===== config.mk =====
export PLATFORM = sky130hd
export DESIGN_NAME = system_clock_distribution
export DESIGN_NICKNAME = d
export VERILOG_FILES = /design/src/clock_dist_pkg.sv /design/src/system_clock_distribution.sv
export SDC_FILE = /design/constraint.sdc
export NUM_CORES = 1
export LEC_CHECK = 0
export ABC_AREA = 1
export BUFFER_PORTS_ARGS = -buffer_cell sky130_fd_sc_hd__buf_2
export CAP_MARGIN = 5
export CORE_ASPECT_RATIO = 0.5
export CORE_MARGIN = 3
export CORE_UTILIZATION = 40
export CTS_BUF_LIST = sky130_fd_sc_hd__clkbuf_8
export CTS_CLUSTER_SIZE = 25
export DETAILED_ROUTE_END_ITERATION = 12
export PLACE_DENSITY_LB_ADDON = 0.12
export RECOVER_POWER = 25
export REMOVE_ABC_BUFFERS = 1
export SLEW_MARGIN = 5
export SYNTH_ARGS = -nofsm -noshare
export SYNTH_HDL_FRONTEND = slang
export SYNTH_SLANG_ARGS = --single-unit

===== constraint.sdc =====
create_clock -name I_SYS_CLK -period 1.3 [get_ports I_SYS_CLK]
set_input_delay 0.26 -clock I_SYS_CLK [delete_from_list [all_inputs] [get_ports I_SYS_CLK]]
set_output_delay 0.26 -clock I_SYS_CLK [all_outputs]
set_load 0.02 [all_outputs]

===== src/clock_dist_pkg.sv =====
// constants, field layouts and state codes for the chip clock and reset distribution block
// assumes one system clock; every clock source enters as an asynchronous level that is sampled
//
// What this block does
// processor clock direct, bus clock halved
// core clock from three selectable sources
// all registers clocked by bus clock; this block's registers run on I_SYS_CLK instead
// fixed clock synchronised; max half bus
// debug fast clock only on reference modes
// external reference offered to converter
// internal reference offered to real-time counter
// synchronised fixed clock offered to timers
// low-power oscillator for counter and watchdog
// crystal output offered to real-time counter
// timer pin clock max quarter bus
// reset pin never enters debug mode
// mode pin low enters debug mode at power-on and forced reset
// reset function: open-drain with pullup
// interrupt function: optional software pullup
// pin is input until enabled; sticky
// non-power-on reset drives pin if enabled (not on low-voltage), records cause
// glitch-free, phase-aligned bus clock switching
package clock_dist_pkg;

    // ----------------------------------------------------------------
    // register port
    // ----------------------------------------------------------------
    localparam int             ADDR_W          = 8;
    localparam int             DATA_W          = 8;
    localparam logic [7:0]     ADDR_CTRL       = 8'h00;
    localparam logic [7:0]     ADDR_PIN_OPT    = 8'h01;
    localparam logic [7:0]     ADDR_FORCE      = 8'h02;
    localparam logic [7:0]     ADDR_RST_STAT   = 8'h03;
    localparam logic [7:0]     ADDR_CLK_STAT   = 8'h04;
    localparam logic [7:0]     CTRL_RST_VAL    = 8'h00;

    // field positions
    localparam int             CTRL_SEL_LSB    = 0;
    localparam int             CTRL_IRQ_PU     = 2;
    localparam int             CTRL_IRQ_FN     = 3;
    localparam int             PIN_OPT_RST_EN  = 0;
    localparam int             FORCE_BIT       = 0;
    localparam int             CAUSE_POR       = 0;
    localparam int             CAUSE_PIN       = 1;
    localparam int             CAUSE_FORCE     = 2;
    localparam int             CAUSE_INTERNAL  = 3;
    localparam int             CAUSE_LVD       = 4;

    // ----------------------------------------------------------------
    // synchroniser lanes
    // ----------------------------------------------------------------
    localparam int             NSYNC           = 10;
    localparam int             SY_FLL          = 0;
    localparam int             SY_INT_REF      = 1;
    localparam int             SY_EXT_REF      = 2;
    localparam int             SY_OSC          = 3;
    localparam int             SY_FIXED        = 4;
    localparam int             SY_LPO          = 5;
    localparam int             SY_XOSC         = 6;
    localparam int             SY_TIMER_PIN    = 7;
    localparam int             SY_MODE         = 8;
    localparam int             SY_RSTPIN       = 9;

    // ----------------------------------------------------------------
    // counts
    // ----------------------------------------------------------------
    localparam int             BUS_DIV         = 2;
    localparam int             DEBUG_FAST_MHZ  = 8;
    localparam int             RST_PULSE_BUS_CYC = 34;
    localparam int             POR_SETTLE_CYC  = 3;
    localparam int             PIN_HOLDOFF_CYC = 4;

    typedef enum logic [1:0] {
        SRC_FLL     = 2'b00,
        SRC_INT_REF = 2'b01,
        SRC_EXT_REF = 2'b10,
        SRC_NONE    = 2'b11
    } clk_src_e;

    typedef enum logic [1:0] {
        RS_POR      = 2'b00,
        RS_RUN      = 2'b01,
        RS_PULSE    = 2'b10,
        RS_HOLDOFF  = 2'b11
    } rst_state_e;

endpackage : clock_dist_pkg


===== src/system_clock_distribution.sv =====
// chip clock distribution, reset pin and debug mode entry
// assumes all clock sources and pins are asynchronous levels sampled by I_SYS_CLK;
// lvd, internal reset and debug command inputs come from logic on I_SYS_CLK
//
// Implementation choices: the strobed register port and the register addresses.
`timescale 1ns/10ps
module system_clock_distribution
    import clock_dist_pkg::*;
#(
    parameter int RST_PULSE_CYC = RST_PULSE_BUS_CYC
)(
    // clock and reset
    input  wire logic              I_SYS_CLK,
    input  wire logic              I_RSTN,
    // register port
    input  wire logic [ADDR_W-1:0] I_ADDR,
    input  wire logic [DATA_W-1:0] I_WDATA,
    input  wire logic              I_WR,
    input  wire logic              I_RD,
    output logic      [DATA_W-1:0] O_RDATA,
    // clock sources
    input  wire logic              I_INT_REF_CLK,
    input  wire logic              I_EXT_REF_CLK,
    input  wire logic              I_FLL_CLK,
    input  wire logic              I_CONTROLLED_OSCILLATOR,
    input  wire logic              I_FIXED_FREQ_PRESYNC,
    input  wire logic              I_LOW_POWER_OSC_CLOCK,
    input  wire logic              I_CRYSTAL_OSC_OUTPUT,
    input  wire logic              I_TIMER_EXT_CLOCK,
    // reset sources
    input  wire logic              I_LVD_RESET,
    input  wire logic              I_INTERNAL_RESET_REQ,
    input  wire logic              I_DEBUG_CMD_ACTIVE,
    // pins
    input  wire logic              I_MODE_SELECT_PIN,
    input  wire logic              I_PORT_A_BIT_FIVE,
    output logic                   O_PORT_A_BIT_FIVE_O,
    output logic                   O_PORT_A_BIT_FIVE_OE,
    output logic                   O_RESET_PULLUP_EN,
    output logic                   O_IRQ_PULLUP_EN,
    output logic                   O_GPIO_IN,
    // distributed clocks
    output logic                   O_CORE_CLOCK_SOURCE,
    output logic                   O_PERIPHERAL_BUS_CLOCK,
    output logic                   O_DEBUG_FAST_CLOCK,
    output logic                   O_EXT_REF_CLOCK_OUT,
    output logic                   O_INT_REF_CLOCK_OUT,
    output logic                   O_FIXED_FREQ_CLOCK,
    output logic                   O_LOW_POWER_OSC_CLOCK,
    output logic                   O_CRYSTAL_OSC_OUTPUT,
    output logic                   O_TIMER_EXT_CLOCK,
    // mode and system reset
    output logic                   O_BACKGROUND_DEBUG_MODE,
    output logic                   O_SYS_RESET_N
);

    // ----------------------------------------------------------------
    // elaboration checks
    // ----------------------------------------------------------------
    if (RST_PULSE_CYC < 1 || RST_PULSE_CYC > 255) begin : g_bad_pulse
        $error("RST_PULSE_CYC must be 1..255");
    end

    // ----------------------------------------------------------------
    // declarations
    // ----------------------------------------------------------------
    logic [NSYNC-1:0] async_in;
    logic [NSYNC-1:0] meta_q;
    logic [NSYNC-1:0] sync_q;
    clk_src_e         sel_req_q;
    clk_src_e         sel_q;
    logic             core_q;
    logic             core_prev_q;
    logic             bus_q;
    logic             core_rise;
    logic             bus_tick;
    logic             irq_pu_q;
    logic             irq_fn_q;
    logic             rst_pin_en_q;
    logic [4:0]       cause_q;
    logic             bdm_q;
    rst_state_e       state_q;
    rst_state_e       state_d;
    logic [7:0]       cnt_q;
    logic [7:0]       cnt_d;
    logic             req_pin;
    logic             req_force;
    logic             req_any;
    logic [7:0]       hcnt_q;

    // picks the waveform of one core source from the synchronised lanes
    function automatic logic pick_src(input clk_src_e s, input logic [NSYNC-1:0] v);
        case (s)
            SRC_FLL:     pick_src = v[SY_FLL];
            SRC_INT_REF: pick_src = v[SY_INT_REF];
            SRC_EXT_REF: pick_src = v[SY_EXT_REF];
            default:     pick_src = 1'b0;
        endcase
    endfunction : pick_src

    // ----------------------------------------------------------------
    // input synchronisers
    // ----------------------------------------------------------------
    assign async_in = {I_PORT_A_BIT_FIVE, I_MODE_SELECT_PIN, I_TIMER_EXT_CLOCK,
                       I_CRYSTAL_OSC_OUTPUT, I_LOW_POWER_OSC_CLOCK, I_FIXED_FREQ_PRESYNC,
                       I_CONTROLLED_OSCILLATOR, I_EXT_REF_CLK, I_INT_REF_CLK, I_FLL_CLK};

    // two flops per lane; pin lanes reset high to match the pullups
    always_ff @(posedge I_SYS_CLK) begin
        if (!I_RSTN) begin
            meta_q <= 10'h300;
            sync_q <= 10'h300;
        end else begin
            meta_q <= async_in;
            sync_q <= meta_q;
        end
    end

    // ----------------------------------------------------------------
    // core clock selection and bus divider
    // ----------------------------------------------------------------
    // switch only while both old and new source sit low, so no runt pulse reaches the core
    always_ff @(posedge I_SYS_CLK) begin
        if (!I_RSTN) begin
            sel_q <= SRC_FLL;
        end else if (sel_req_q != sel_q && sel_req_q != SRC_NONE && !core_q
                     && !pick_src(sel_req_q, sync_q)) begin
            sel_q <= sel_req_q;
        end
    end

    assign core_rise = core_q & ~core_prev_q;
    assign bus_tick  = core_rise & ~bus_q;

    // bus clock toggles only on core rising edges, keeping both in phase
    always_ff @(posedge I_SYS_CLK) begin
        if (!I_RSTN) begin
            core_q      <= 1'b0;
            core_prev_q <= 1'b0;
            bus_q       <= 1'b0;
        end else begin
            core_q      <= pick_src(sel_q, sync_q);
            core_prev_q <= core_q;
            if (core_rise) begin
                bus_q <= ~bus_q;
            end
        end
    end

    // ----------------------------------------------------------------
    // distributed clocks
    // ----------------------------------------------------------------
    // the fixed clock is only usable after sampling; ratio to bus is software's job
    always_ff @(posedge I_SYS_CLK) begin
        if (!I_RSTN) begin
            O_CORE_CLOCK_SOURCE    <= 1'b0;
            O_PERIPHERAL_BUS_CLOCK <= 1'b0;
            O_DEBUG_FAST_CLOCK     <= 1'b0;
            O_EXT_REF_CLOCK_OUT    <= 1'b0;
            O_INT_REF_CLOCK_OUT    <= 1'b0;
            O_FIXED_FREQ_CLOCK     <= 1'b0;
            O_LOW_POWER_OSC_CLOCK  <= 1'b0;
            O_CRYSTAL_OSC_OUTPUT   <= 1'b0;
            O_TIMER_EXT_CLOCK      <= 1'b0;
        end else begin
            O_CORE_CLOCK_SOURCE    <= core_q;
            O_PERIPHERAL_BUS_CLOCK <= bus_q;
            O_DEBUG_FAST_CLOCK     <= sync_q[SY_OSC] & (sel_q != SRC_FLL);
            O_EXT_REF_CLOCK_OUT    <= sync_q[SY_EXT_REF];
            O_INT_REF_CLOCK_OUT    <= sync_q[SY_INT_REF];
            O_FIXED_FREQ_CLOCK     <= sync_q[SY_FIXED];
            O_LOW_POWER_OSC_CLOCK  <= sync_q[SY_LPO];
            O_CRYSTAL_OSC_OUTPUT   <= sync_q[SY_XOSC];
            O_TIMER_EXT_CLOCK      <= sync_q[SY_TIMER_PIN];
        end
    end

    // ----------------------------------------------------------------
    // control registers
    // ----------------------------------------------------------------
    always_ff @(posedge I_SYS_CLK) begin
        if (!I_RSTN) begin
            sel_req_q <= clk_src_e'(CTRL_RST_VAL[CTRL_SEL_LSB +: 2]);
            irq_pu_q  <= CTRL_RST_VAL[CTRL_IRQ_PU];
            irq_fn_q  <= CTRL_RST_VAL[CTRL_IRQ_FN];
        end else if (I_WR && I_ADDR == ADDR_CTRL) begin
            sel_req_q <= clk_src_e'(I_WDATA[CTRL_SEL_LSB +: 2]);
            irq_pu_q  <= I_WDATA[CTRL_IRQ_PU];
            irq_fn_q  <= I_WDATA[CTRL_IRQ_FN];
        end
    end

    // reset-pin enable: set once, cleared only by power-on or low-voltage reset
    always_ff @(posedge I_SYS_CLK) begin
        if (!I_RSTN) begin
            rst_pin_en_q <= 1'b0;
        end else if (I_LVD_RESET) begin
            rst_pin_en_q <= 1'b0;
        end else if (I_WR && I_ADDR == ADDR_PIN_OPT && I_WDATA[PIN_OPT_RST_EN]) begin
            rst_pin_en_q <= 1'b1;
        end
    end

    // ----------------------------------------------------------------
    // reset sequencer
    // ----------------------------------------------------------------
    assign req_pin   = (state_q == RS_RUN) && rst_pin_en_q && !sync_q[SY_RSTPIN];
    assign req_force = I_WR && I_ADDR == ADDR_FORCE && I_WDATA[FORCE_BIT]
                       && I_DEBUG_CMD_ACTIVE && (state_q == RS_RUN);
    assign req_any   = (state_q == RS_RUN)
                       && (I_LVD_RESET || req_pin || req_force || I_INTERNAL_RESET_REQ);

    // holdoff ignores our own pulse still crossing the pin synchroniser
    always_comb begin
        state_d = state_q;
        cnt_d   = cnt_q;
        case (state_q)
            RS_POR: begin
                cnt_d = cnt_q + 8'h01;
                if (cnt_q == 8'(POR_SETTLE_CYC - 1)) begin
                    state_d = RS_RUN;
                    cnt_d   = 8'h00;
                end
            end
            RS_RUN: begin
                if (req_any) begin
                    state_d = RS_PULSE;
                    cnt_d   = 8'h00;
                end
            end
            RS_PULSE: begin
                if (bus_tick) begin
                    cnt_d = cnt_q + 8'h01;
                    if (cnt_q == 8'(RST_PULSE_CYC - 1)) begin
                        state_d = RS_HOLDOFF;
                        cnt_d   = 8'h00;
                    end
                end
            end
            RS_HOLDOFF: begin
                cnt_d = cnt_q + 8'h01;
                if (cnt_q == 8'(PIN_HOLDOFF_CYC - 1)) begin
                    state_d = RS_RUN;
                    cnt_d   = 8'h00;
                end
            end
            default: begin
                state_d = RS_POR;
                cnt_d   = 8'h00;
            end
        endcase
    end

    always_ff @(posedge I_SYS_CLK) begin
        if (!I_RSTN) begin
            state_q <= RS_POR;
            cnt_q   <= 8'h00;
        end else begin
            state_q <= state_d;
            cnt_q   <= cnt_d;
        end
    end

    // cause and debug mode; only the causes of the newest reset stay set
    always_ff @(posedge I_SYS_CLK) begin
        if (!I_RSTN) begin
            cause_q <= 5'h01;
            bdm_q   <= 1'b0;
        end else if (state_q == RS_POR && state_d == RS_RUN) begin
            bdm_q <= ~sync_q[SY_MODE];
        end else if (req_any) begin
            cause_q                 <= 5'h00;
            cause_q[CAUSE_LVD]      <= I_LVD_RESET;
            cause_q[CAUSE_PIN]      <= req_pin;
            cause_q[CAUSE_FORCE]    <= req_force;
            cause_q[CAUSE_INTERNAL] <= I_INTERNAL_RESET_REQ;
            bdm_q <= req_force && !I_LVD_RESET && !req_pin && !sync_q[SY_MODE];
        end
    end

    // ----------------------------------------------------------------
    // pin and reset outputs
    // ----------------------------------------------------------------
    // pin only ever pulls low; the pullup restores it
    always_ff @(posedge I_SYS_CLK) begin
        if (!I_RSTN) begin
            O_PORT_A_BIT_FIVE_O     <= 1'b0;
            O_PORT_A_BIT_FIVE_OE    <= 1'b0;
            O_RESET_PULLUP_EN       <= 1'b0;
            O_IRQ_PULLUP_EN         <= 1'b0;
            O_GPIO_IN               <= 1'b1;
            O_BACKGROUND_DEBUG_MODE <= 1'b0;
            O_SYS_RESET_N           <= 1'b0;
        end else begin
            O_PORT_A_BIT_FIVE_O     <= 1'b0;
            // low-voltage reset drops the pin function on this edge: no stray drive
            O_PORT_A_BIT_FIVE_OE    <= (state_d == RS_PULSE) && rst_pin_en_q
                                       && !I_LVD_RESET;
            O_RESET_PULLUP_EN       <= rst_pin_en_q;
            O_IRQ_PULLUP_EN         <= !rst_pin_en_q && irq_fn_q && irq_pu_q;
            O_GPIO_IN               <= sync_q[SY_RSTPIN];
            O_BACKGROUND_DEBUG_MODE <= bdm_q;
            O_SYS_RESET_N           <= (state_d == RS_RUN) || (state_d == RS_HOLDOFF);
        end
    end

    // ----------------------------------------------------------------
    // register read
    // ----------------------------------------------------------------
    // data stand for exactly one cycle; unmapped addresses read zero
    always_ff @(posedge I_SYS_CLK) begin
        if (!I_RSTN || !I_RD) begin
            O_RDATA <= 8'h00;
        end else begin
            case (I_ADDR)
                ADDR_CTRL:     O_RDATA <= {4'h0, irq_fn_q, irq_pu_q, sel_req_q};
                ADDR_PIN_OPT:  O_RDATA <= {7'h00, rst_pin_en_q};
                ADDR_RST_STAT: O_RDATA <= {3'h0, cause_q};
                ADDR_CLK_STAT: O_RDATA <= {4'h0, state_q == RS_PULSE, bdm_q, sel_q};
                default:       O_RDATA <= 8'h00;
            endcase
        end
    end

    // ----------------------------------------------------------------
    // checks
    // ----------------------------------------------------------------
    // helper: bus ticks seen inside the pulse
    always_ff @(posedge I_SYS_CLK) begin
        if (!I_RSTN || state_q != RS_PULSE) begin
            hcnt_q <= 8'h00;
        end else if (bus_tick) begin
            hcnt_q <= hcnt_q + 8'h01;
        end
    end

    a_bus_halves_core: assert property (@(posedge I_SYS_CLK) disable iff (!I_RSTN)
        core_rise |=> bus_q != $past(bus_q)) else $error("bus clock missed a core edge");

    a_bus_edge_aligned: assert property (@(posedge I_SYS_CLK) disable iff (!I_RSTN)
        bus_q != $past(bus_q) |-> $past(core_rise)) else $error("bus clock moved off core edge");

    a_switch_while_low: assert property (@(posedge I_SYS_CLK) disable iff (!I_RSTN)
        sel_q != $past(sel_q) |-> !$past(core_q) && sel_q != SRC_NONE)
        else $error("clock source switched while high");

    a_fixed_latency: assert property (@(posedge I_SYS_CLK) disable iff (!I_RSTN)
        state_q == RS_RUN ##3 1'b1 |-> O_FIXED_FREQ_CLOCK == $past(I_FIXED_FREQ_PRESYNC, 3))
        else $error("fixed clock not three cycles behind its source");

    a_dbg_fast_gated: assert property (@(posedge I_SYS_CLK) disable iff (!I_RSTN)
        sel_q == SRC_FLL |=> !O_DEBUG_FAST_CLOCK) else $error("debug fast clock on FLL");

    a_pin_no_debug: assert property (@(posedge I_SYS_CLK) disable iff (!I_RSTN)
        req_pin |=> !bdm_q ##2 !O_BACKGROUND_DEBUG_MODE)
        else $error("pin reset entered debug mode");

    a_force_debug: assert property (@(posedge I_SYS_CLK) disable iff (!I_RSTN)
        req_force && !I_LVD_RESET && !req_pin && !sync_q[SY_MODE]
        |=> bdm_q && cause_q[CAUSE_FORCE])
        else $error("forced reset missed debug mode");

    a_pulse_length: assert property (@(posedge I_SYS_CLK) disable iff (!I_RSTN)
        state_q == RS_PULSE && state_d != RS_PULSE |-> hcnt_q == 8'(RST_PULSE_CYC - 1) && bus_tick)
        else $error("reset pulse length wrong");

    a_pin_en_sticky: assert property (@(posedge I_SYS_CLK) disable iff (!I_RSTN)
        $fell(rst_pin_en_q) |-> $past(I_LVD_RESET)) else $error("reset-pin enable dropped");

    a_pullup_exclusive: assert property (@(posedge I_SYS_CLK) disable iff (!I_RSTN)
        O_RESET_PULLUP_EN |-> !O_IRQ_PULLUP_EN && !O_PORT_A_BIT_FIVE_O)
        else $error("pin pullup or drive wrong");

endmodule : system_clock_distribution


==> qor.txt, run 1 <==
most frequent cells in the layout: nand2_1, inv_1, buf_4
post-layout min period: 1.39 ns
first-pass GRT wire length: 11300 um
Fin. Hold Viols: 0
Top Layer Used: met4
synthesized area: 2730 um2
DR WL met3: 418 um
Setup Skew: 0.0143 ns
die width: 123 um
largest net degree at the start of global routing: 23
ys async rst share: 0%
worst path arrival time: 1.67 ns
fmax: 718 MHz
Pre-antenna DRT Iters: 4
DP Area: 3380 um2
I/O pin count: 57
Final #Nets: 518
Root Driver: clkbuf_8
ANT nets after route: 0
VDD IR-drop max: 0.000948 V
endpoints failing setup: 17
max-slew violations: 0
GRT overflow: 0
Detail Placement HPWL: 4680 um
Critical Setup Path Class: register to register
Synth warnings: 0
clock latency on the worst-skew pair: 0.36 ns
register area share after synthesis: 47.0%
crit-path max FO: 8
TritonCTS clock tree: done
failing checks: negative setup slack
drt via density: 4.62
CTS clk-pin slew, worst paths: 0.07 ns
RSZ-0062 raised after global routing: true
M1 WL: 3070 um
most common cell after layout, fill and taps aside: nand2_1
Post-synth EDFFs: 0
power per cell area: 1450 nW/um2
WP data required: 1.58 ns
Largest stage delay, worst path: 0.35 ns
Post-Route WL: 6990 um
library cells used by synthesis: 34
share of cells above drive strength 1: 43.8%
leakage power: 1.96 nW
number of CTS-inserted buffers: 9
residual DRC count: 0
I/O Buffers: 48
crit-path cells: inv_4 -> nor2_4 -> inv_2 -> nor2_2 -> nand2_2 -> nand3_4 -> nand2_8 -> clkinv_8 -> nand2_2 -> a21oi_2
Vias: 2652
Placer Congestion: 0.906
vias in the first global route: 2565
most used cell, CP: nand2_2
Final WS setup: -0.0918 ns
MaxCap Viol Count: 0
Setup crit start kind: register
htree depth: 3
worst hold slack: 0.0870 ns
status: complete, but fails checks
CP max stage cell: dfxtp_2
core area: 6330 um2
syn_area_per_cell: 7.35 um2
global-route usage over all layers: 18.7%
Seq cells post-synth: 64
Initial Utilization: 43.1%
clock tree sinks: 64
Hold-fix buffers, CTS: 0
Cell Rows: 20
path category of the worst min-delay check: primary input to register
routed wl met2: 3380 um
DR WL/cell: 12.2 um
Crit. End Element: register
Layout area overhead: 44.8%
post-route cell area: 3950 um2
Cells after Synth: 371
initial antenna violation count: 0
top_reg_cell synth: dfxtp_1
Die Y: 64.4 um
DRT iter0 DRCs: 82
period utilization: 107%
# diodes: 0
die area: 7910 um2
maximum root-to-sink buffer count: 2
==> worst paths after layout <==
path                        startpoint        end  slack (ns)  depth (start not counted)
setup / recovery         O_SYS_RESET_N   cnt_q[3]       -0.09                         10
hold / removal    I_CRYSTAL_OSC_OUTPUT  meta_q[6]        0.09                          3
setup reg to reg         O_SYS_RESET_N   cnt_q[3]       -0.09                         10
hold reg to reg              meta_q[9]  sync_q[9]        0.41                          1
==> metal layers <==
metal | track usage [%] | vias to the layer above
li1 | - | 1360
met1 | 22.1 | 1220
met2 | 29.2 | 58
met3 | 9.02 | 14
met4 | 7.11 | 0
met5 | 0 | -
==> where the power goes <==
group	leakage (nW)	internal, mW	switching, mW
combinational	1.34	0.811	1.05
clock	0.101	0.870	0.771
sequential	0.528	2.13	0.116
total	1.96	3.81	1.94
==> cells in the mapped netlist (all sizes together) (2+ instances only) <==
cell type   n  area [um2]
nand2      96         390
dfxtp      64        1280
inv        64         248
nor2       39         161
nand3      31         165
a21oi      19         118
o21ai      17        85.1
buf         7        50.0
nor3        7        45.0
or2         5        31.3
clkbuf      4        15.0
nand4       4        25.0
xor2        4        35.0
ha          3        37.5
o22ai       2        12.5
==> metrics by stage <==
step	setup slack, ns	setup TNS, ns	total power, mW	instances	util (%)
floorplan	-0.240	-3.27	2.98	363	-
global placement	-0.142	-1.85	3.48	546	53.3
detailed placement	-0.194	-2.96	3.52	546	53.3
CTS	-0.0494	-0.230	5.43	568	58.5
global route	-0.157	-1.91	6.10	574	62.4
finish	-0.0918	-0.889	5.74	574	62.4
==> what timing repair did <==
item                       4_1_cts  5_1_grt
gates resized for setup         26       68
setup endpoints to repair       20       22
cloned                           1        0
buffers inserted                 6        6
pin swaps                        8       25
==> critical path, delay by kind of cell (launching register included) <==
family / cells / cell delay [ns]
and+or+nand+nor: 6 / 0.66
AOI/OAI and AO/OA: 1 / 0.12
DFF: 1 / 0.35
buffers and inverters: 3 / 0.19
==> cell families after synthesis <==
family	share of synthesized area, %
xor+xnor	1.28
flops	47.0
buf+inv	11.6
compound gates	8.17
simple gates	30.5
other cells	0.137
fa+ha+maj	1.38
==> final cells by class <==
| type | instances | area, um2 |
|---|---|---|
| repair buffers | 107 | 701 |
| fillers | 565 | 2380 |
| flip-flops and latches | 64 | 1300 |
| multi-input cells | 235 | 1390 |
| clock buffers | 9 | 124 |
| inverters | 65 | 264 |
| clock inverters | 6 | 61.3 |
| well taps | 88 | 110 |
==> state kept, by name (all words and copies together) (netlist names), 2 cells and up <==
name	count
cnt_q	8
O_RDATA	5
sel_q	2
sync_q	10
sel_req_q	2
meta_q	10
cause_q	5
Note: power is estimated with default switching activity, not from simulation.
==> run 2: changes to the inputs <==
CORE_UTILIZATION = 51   (was 40)
SETUP_SLACK_MARGIN = 0.3   (was not set)
==> run 2 against run 1 <==
The run still ends with negative setup slack left. Global-route usage increased by 3.7 points. Design area rose by 5.3%. Die area is 20% lower. Combinational power is 3% higher. Flip-flop and latch count did not move. Sequential share of layout area decreased by 1.1 points. Register-to-register slack gained 0.02 ns. Largest power group unchanged.
==> qor.txt, run 2 (synthesis gave the netlist of run 1 again) <==
RSZ-0062 raised after global routing: true (unchanged)
residual DRC count: 0 (unchanged)
DR WL/cell: 15.2 um (was 12.2 um)
DRT iter0 DRCs: 176 (was 82)
most frequent cells in the layout: nand2_1, inv_1, buf_4 (unchanged)
period utilization: 106% (was 107%)
Root Driver: clkbuf_8 (unchanged)
initial antenna violation count: 0 (unchanged)
DP Area: 3350 um2 (was 3380 um2)
area of the multi-input gates: 1500 um2 (was 1390 um2)
worst path arrival time: 1.66 ns (was 1.67 ns)
Pre-antenna DRT Iters: 5 (was 4)
filler cell count: 301 (was 565)
clock tree sinks: 64 (unchanged)
most used cell, CP: nand2_2 (unchanged)
largest net degree at the start of global routing: 29 (was 23)
I/O Buffers: 48 (unchanged)
max-slew violations: 0 (unchanged)
Crit. End Element: register (unchanged)
Max transition margin: 64.7%
Vias: 2864 (was 2652)
status: complete, but fails checks (unchanged)
post-layout min period: 1.37 ns (was 1.39 ns)
drt via density: 5.19 (was 4.62)
crit path buf inv count: 2 (was 3)
endpoints failing setup: 14 (was 17)
Cell Rows: 18 (was 20)
TritonCTS clock tree: done (unchanged)
Hold-fix buffers, CTS: 0 (unchanged)
maximum root-to-sink buffer count: 2 (unchanged)
crit-path cells: inv_2 -> nor2_1 -> nand2_2 -> nand2_4 -> nor2_4 -> nand3_4 -> nand2_8 -> clkinv_8 -> nand2_2 -> nand2_2 -> nor2_1 (was inv_4 -> nor2_4 -> inv_2 -> nor2_2 -> nand2_2 -> nand3_4 -> nand2_8 -> clkinv_8 -> nand2_2 -> a21oi_2)
most common cell after layout, fill and taps aside: nand2_1 (unchanged)
Reg area: 1320 um2 (was 1300 um2)
Final #Nets: 513 (was 518)
first-pass GRT wire length: 10900 um (was 11300 um)
Top Registers: meta_q (10), sync_q (10), cnt_q (8) (unchanged)
number of CTS-inserted buffers: 9 (unchanged)
Critical Setup Path Class: register to register (unchanged)
MaxCap Viol Count: 0 (unchanged)
path category of the worst min-delay check: primary input to register (unchanged)
post-route cell area: 4160 um2 (was 3950 um2)
core area: 5040 um2 (was 6330 um2)
die width: 109 um (was 123 um)
failing checks: negative setup slack (unchanged)
crit-path max FO: 8 (unchanged)
Die Y: 57.7 um (was 64.4 um)
CTS clk-pin slew, worst paths: 0.08 ns (was 0.07 ns)
leakage power: 2.03 nW (was 1.96 nW)
I/O pin count: 57 (unchanged)
# diodes: 0 (unchanged)
worst hold slack: 0.0794 ns (was 0.0870 ns)
Setup crit start kind: register (unchanged)
vias in the first global route: 2507 (was 2565)
GRT overflow: 0 (unchanged)
fmax: 729 MHz (was 718 MHz)
CP delay by family, top: simple AND/OR/NAND/NOR gates (unchanged)
die area: 6310 um2 (was 7910 um2)
Detail Placement HPWL: 4580 um (was 4680 um)
htree depth: 3 (unchanged)
CP max stage cell: dfxtp_1 (was dfxtp_2)
WP data required: 1.58 ns (about the same)
share of cells above drive strength 1: 48.8% (was 43.8%)
Post-Route WL: 8390 um (was 6990 um)
Fin. Hold Viols: 0 (unchanged)
Placer Congestion: 0.988 (was 0.906)
VDD IR-drop max: 0.00105 V (was 0.000948 V)
Layout area overhead: 52.4% (was 44.8%)
post-route setup TNS: -0.605 ns (was -0.889 ns)
power per cell area: 1410 nW/um2 (was 1450 nW/um2)
Largest stage delay, worst path: 0.33 ns (was 0.35 ns)
Initial Utilization: 54.1% (was 43.1%)
clock latency on the worst-skew pair: 0.35 ns (was 0.36 ns)
Worst-Margin Slew: 0.529 ns
global-route usage over all layers: 22.3% (was 18.7%)
ANT nets after route: 0 (unchanged)
Final WS setup: -0.0722 ns (was -0.0918 ns)
Setup Skew: 0.00978 ns (was 0.0143 ns)
-- run 2: changes by cell type in the layout (fill, tap and decap cells not counted), sizes merged --
| cell | change |
|---|---|
| buf | -8 |
| clkbuf | +2 |
| nand2 | +1 |
| clkinvlp | +4 |
| clkinv | -3 |
-- run 2: repair_timing --
action / CTS / global route
endpoints found under the setup margin: 44 / 48
resized for setup: 95 / 85
pin swaps: 5 / 20
buffers inserted: 2 / 5
gates cloned: 1 / 1
-- run 2: routing by layer --
metal | vias up | GRT usage [%] | part of all wire [%]
li1 | 1351 | - | -
met1 | 1306 | 26.2 | 37
met2 | 149 | 37.3 | 50
met3 | 58 | 8.45 | 7.9
met4 | 0 | 9.06 | 5.8
met5 | - | 0 | 0
-- run 2: worst paths after layout --
| check | start | endpoint | slack (ns) | depth (start not counted) |
|---|---|---|---|---|
| max | rst_pin_en_q | cnt_q[0] | -0.07 | 11 |
| min | I_CONTROLLED_OSCILLATOR | meta_q[3] | 0.08 | 3 |
| min reg2reg | sync_q[7] | O_TIMER_EXT_CLOCK | 0.40 | 2 |
| max reg2reg | rst_pin_en_q | cnt_q[0] | -0.07 | 11 |
-- run 2: power breakdown --
part | switching, mW | leakage (nW) | internal [mW]
sequential | 0.129 | 0.535 | 2.13
combinational | 1.12 | 1.41 | 0.790
clock | 0.803 | 0.0893 | 0.883
-- run 2: stage by stage --
stage / util, % / power [mW] / setup WS [ns] / instances
floorplan: - / 2.98 / -0.240 / 363
global placement: 66.3 / 3.46 / -0.129 / 527
detailed placement: 66.3 / 3.50 / -0.165 / 527
CTS: 75.3 / 5.35 / -0.0279 / 546
global route: 82.4 / 6.14 / -0.150 / 552
finish: 82.4 / 5.86 / -0.0722 / 552
-- run 2: worst reg2reg max path: cells and delay by family (launching register included) --
kind	cells	cell delay, ns
DFF	1	0.33
buffers and inverters	2	0.16
and+or+nand+nor	9	0.84
-- run 2: area by class of cell --
class,count,area share (%)
sequential,64,31.8
timing repair buffer,101,18.9
tap,70,2.11
inverter,65,6.41
clock inverter,7,1.75
clock buffer,9,2.98
multi-input combinational,236,36.1
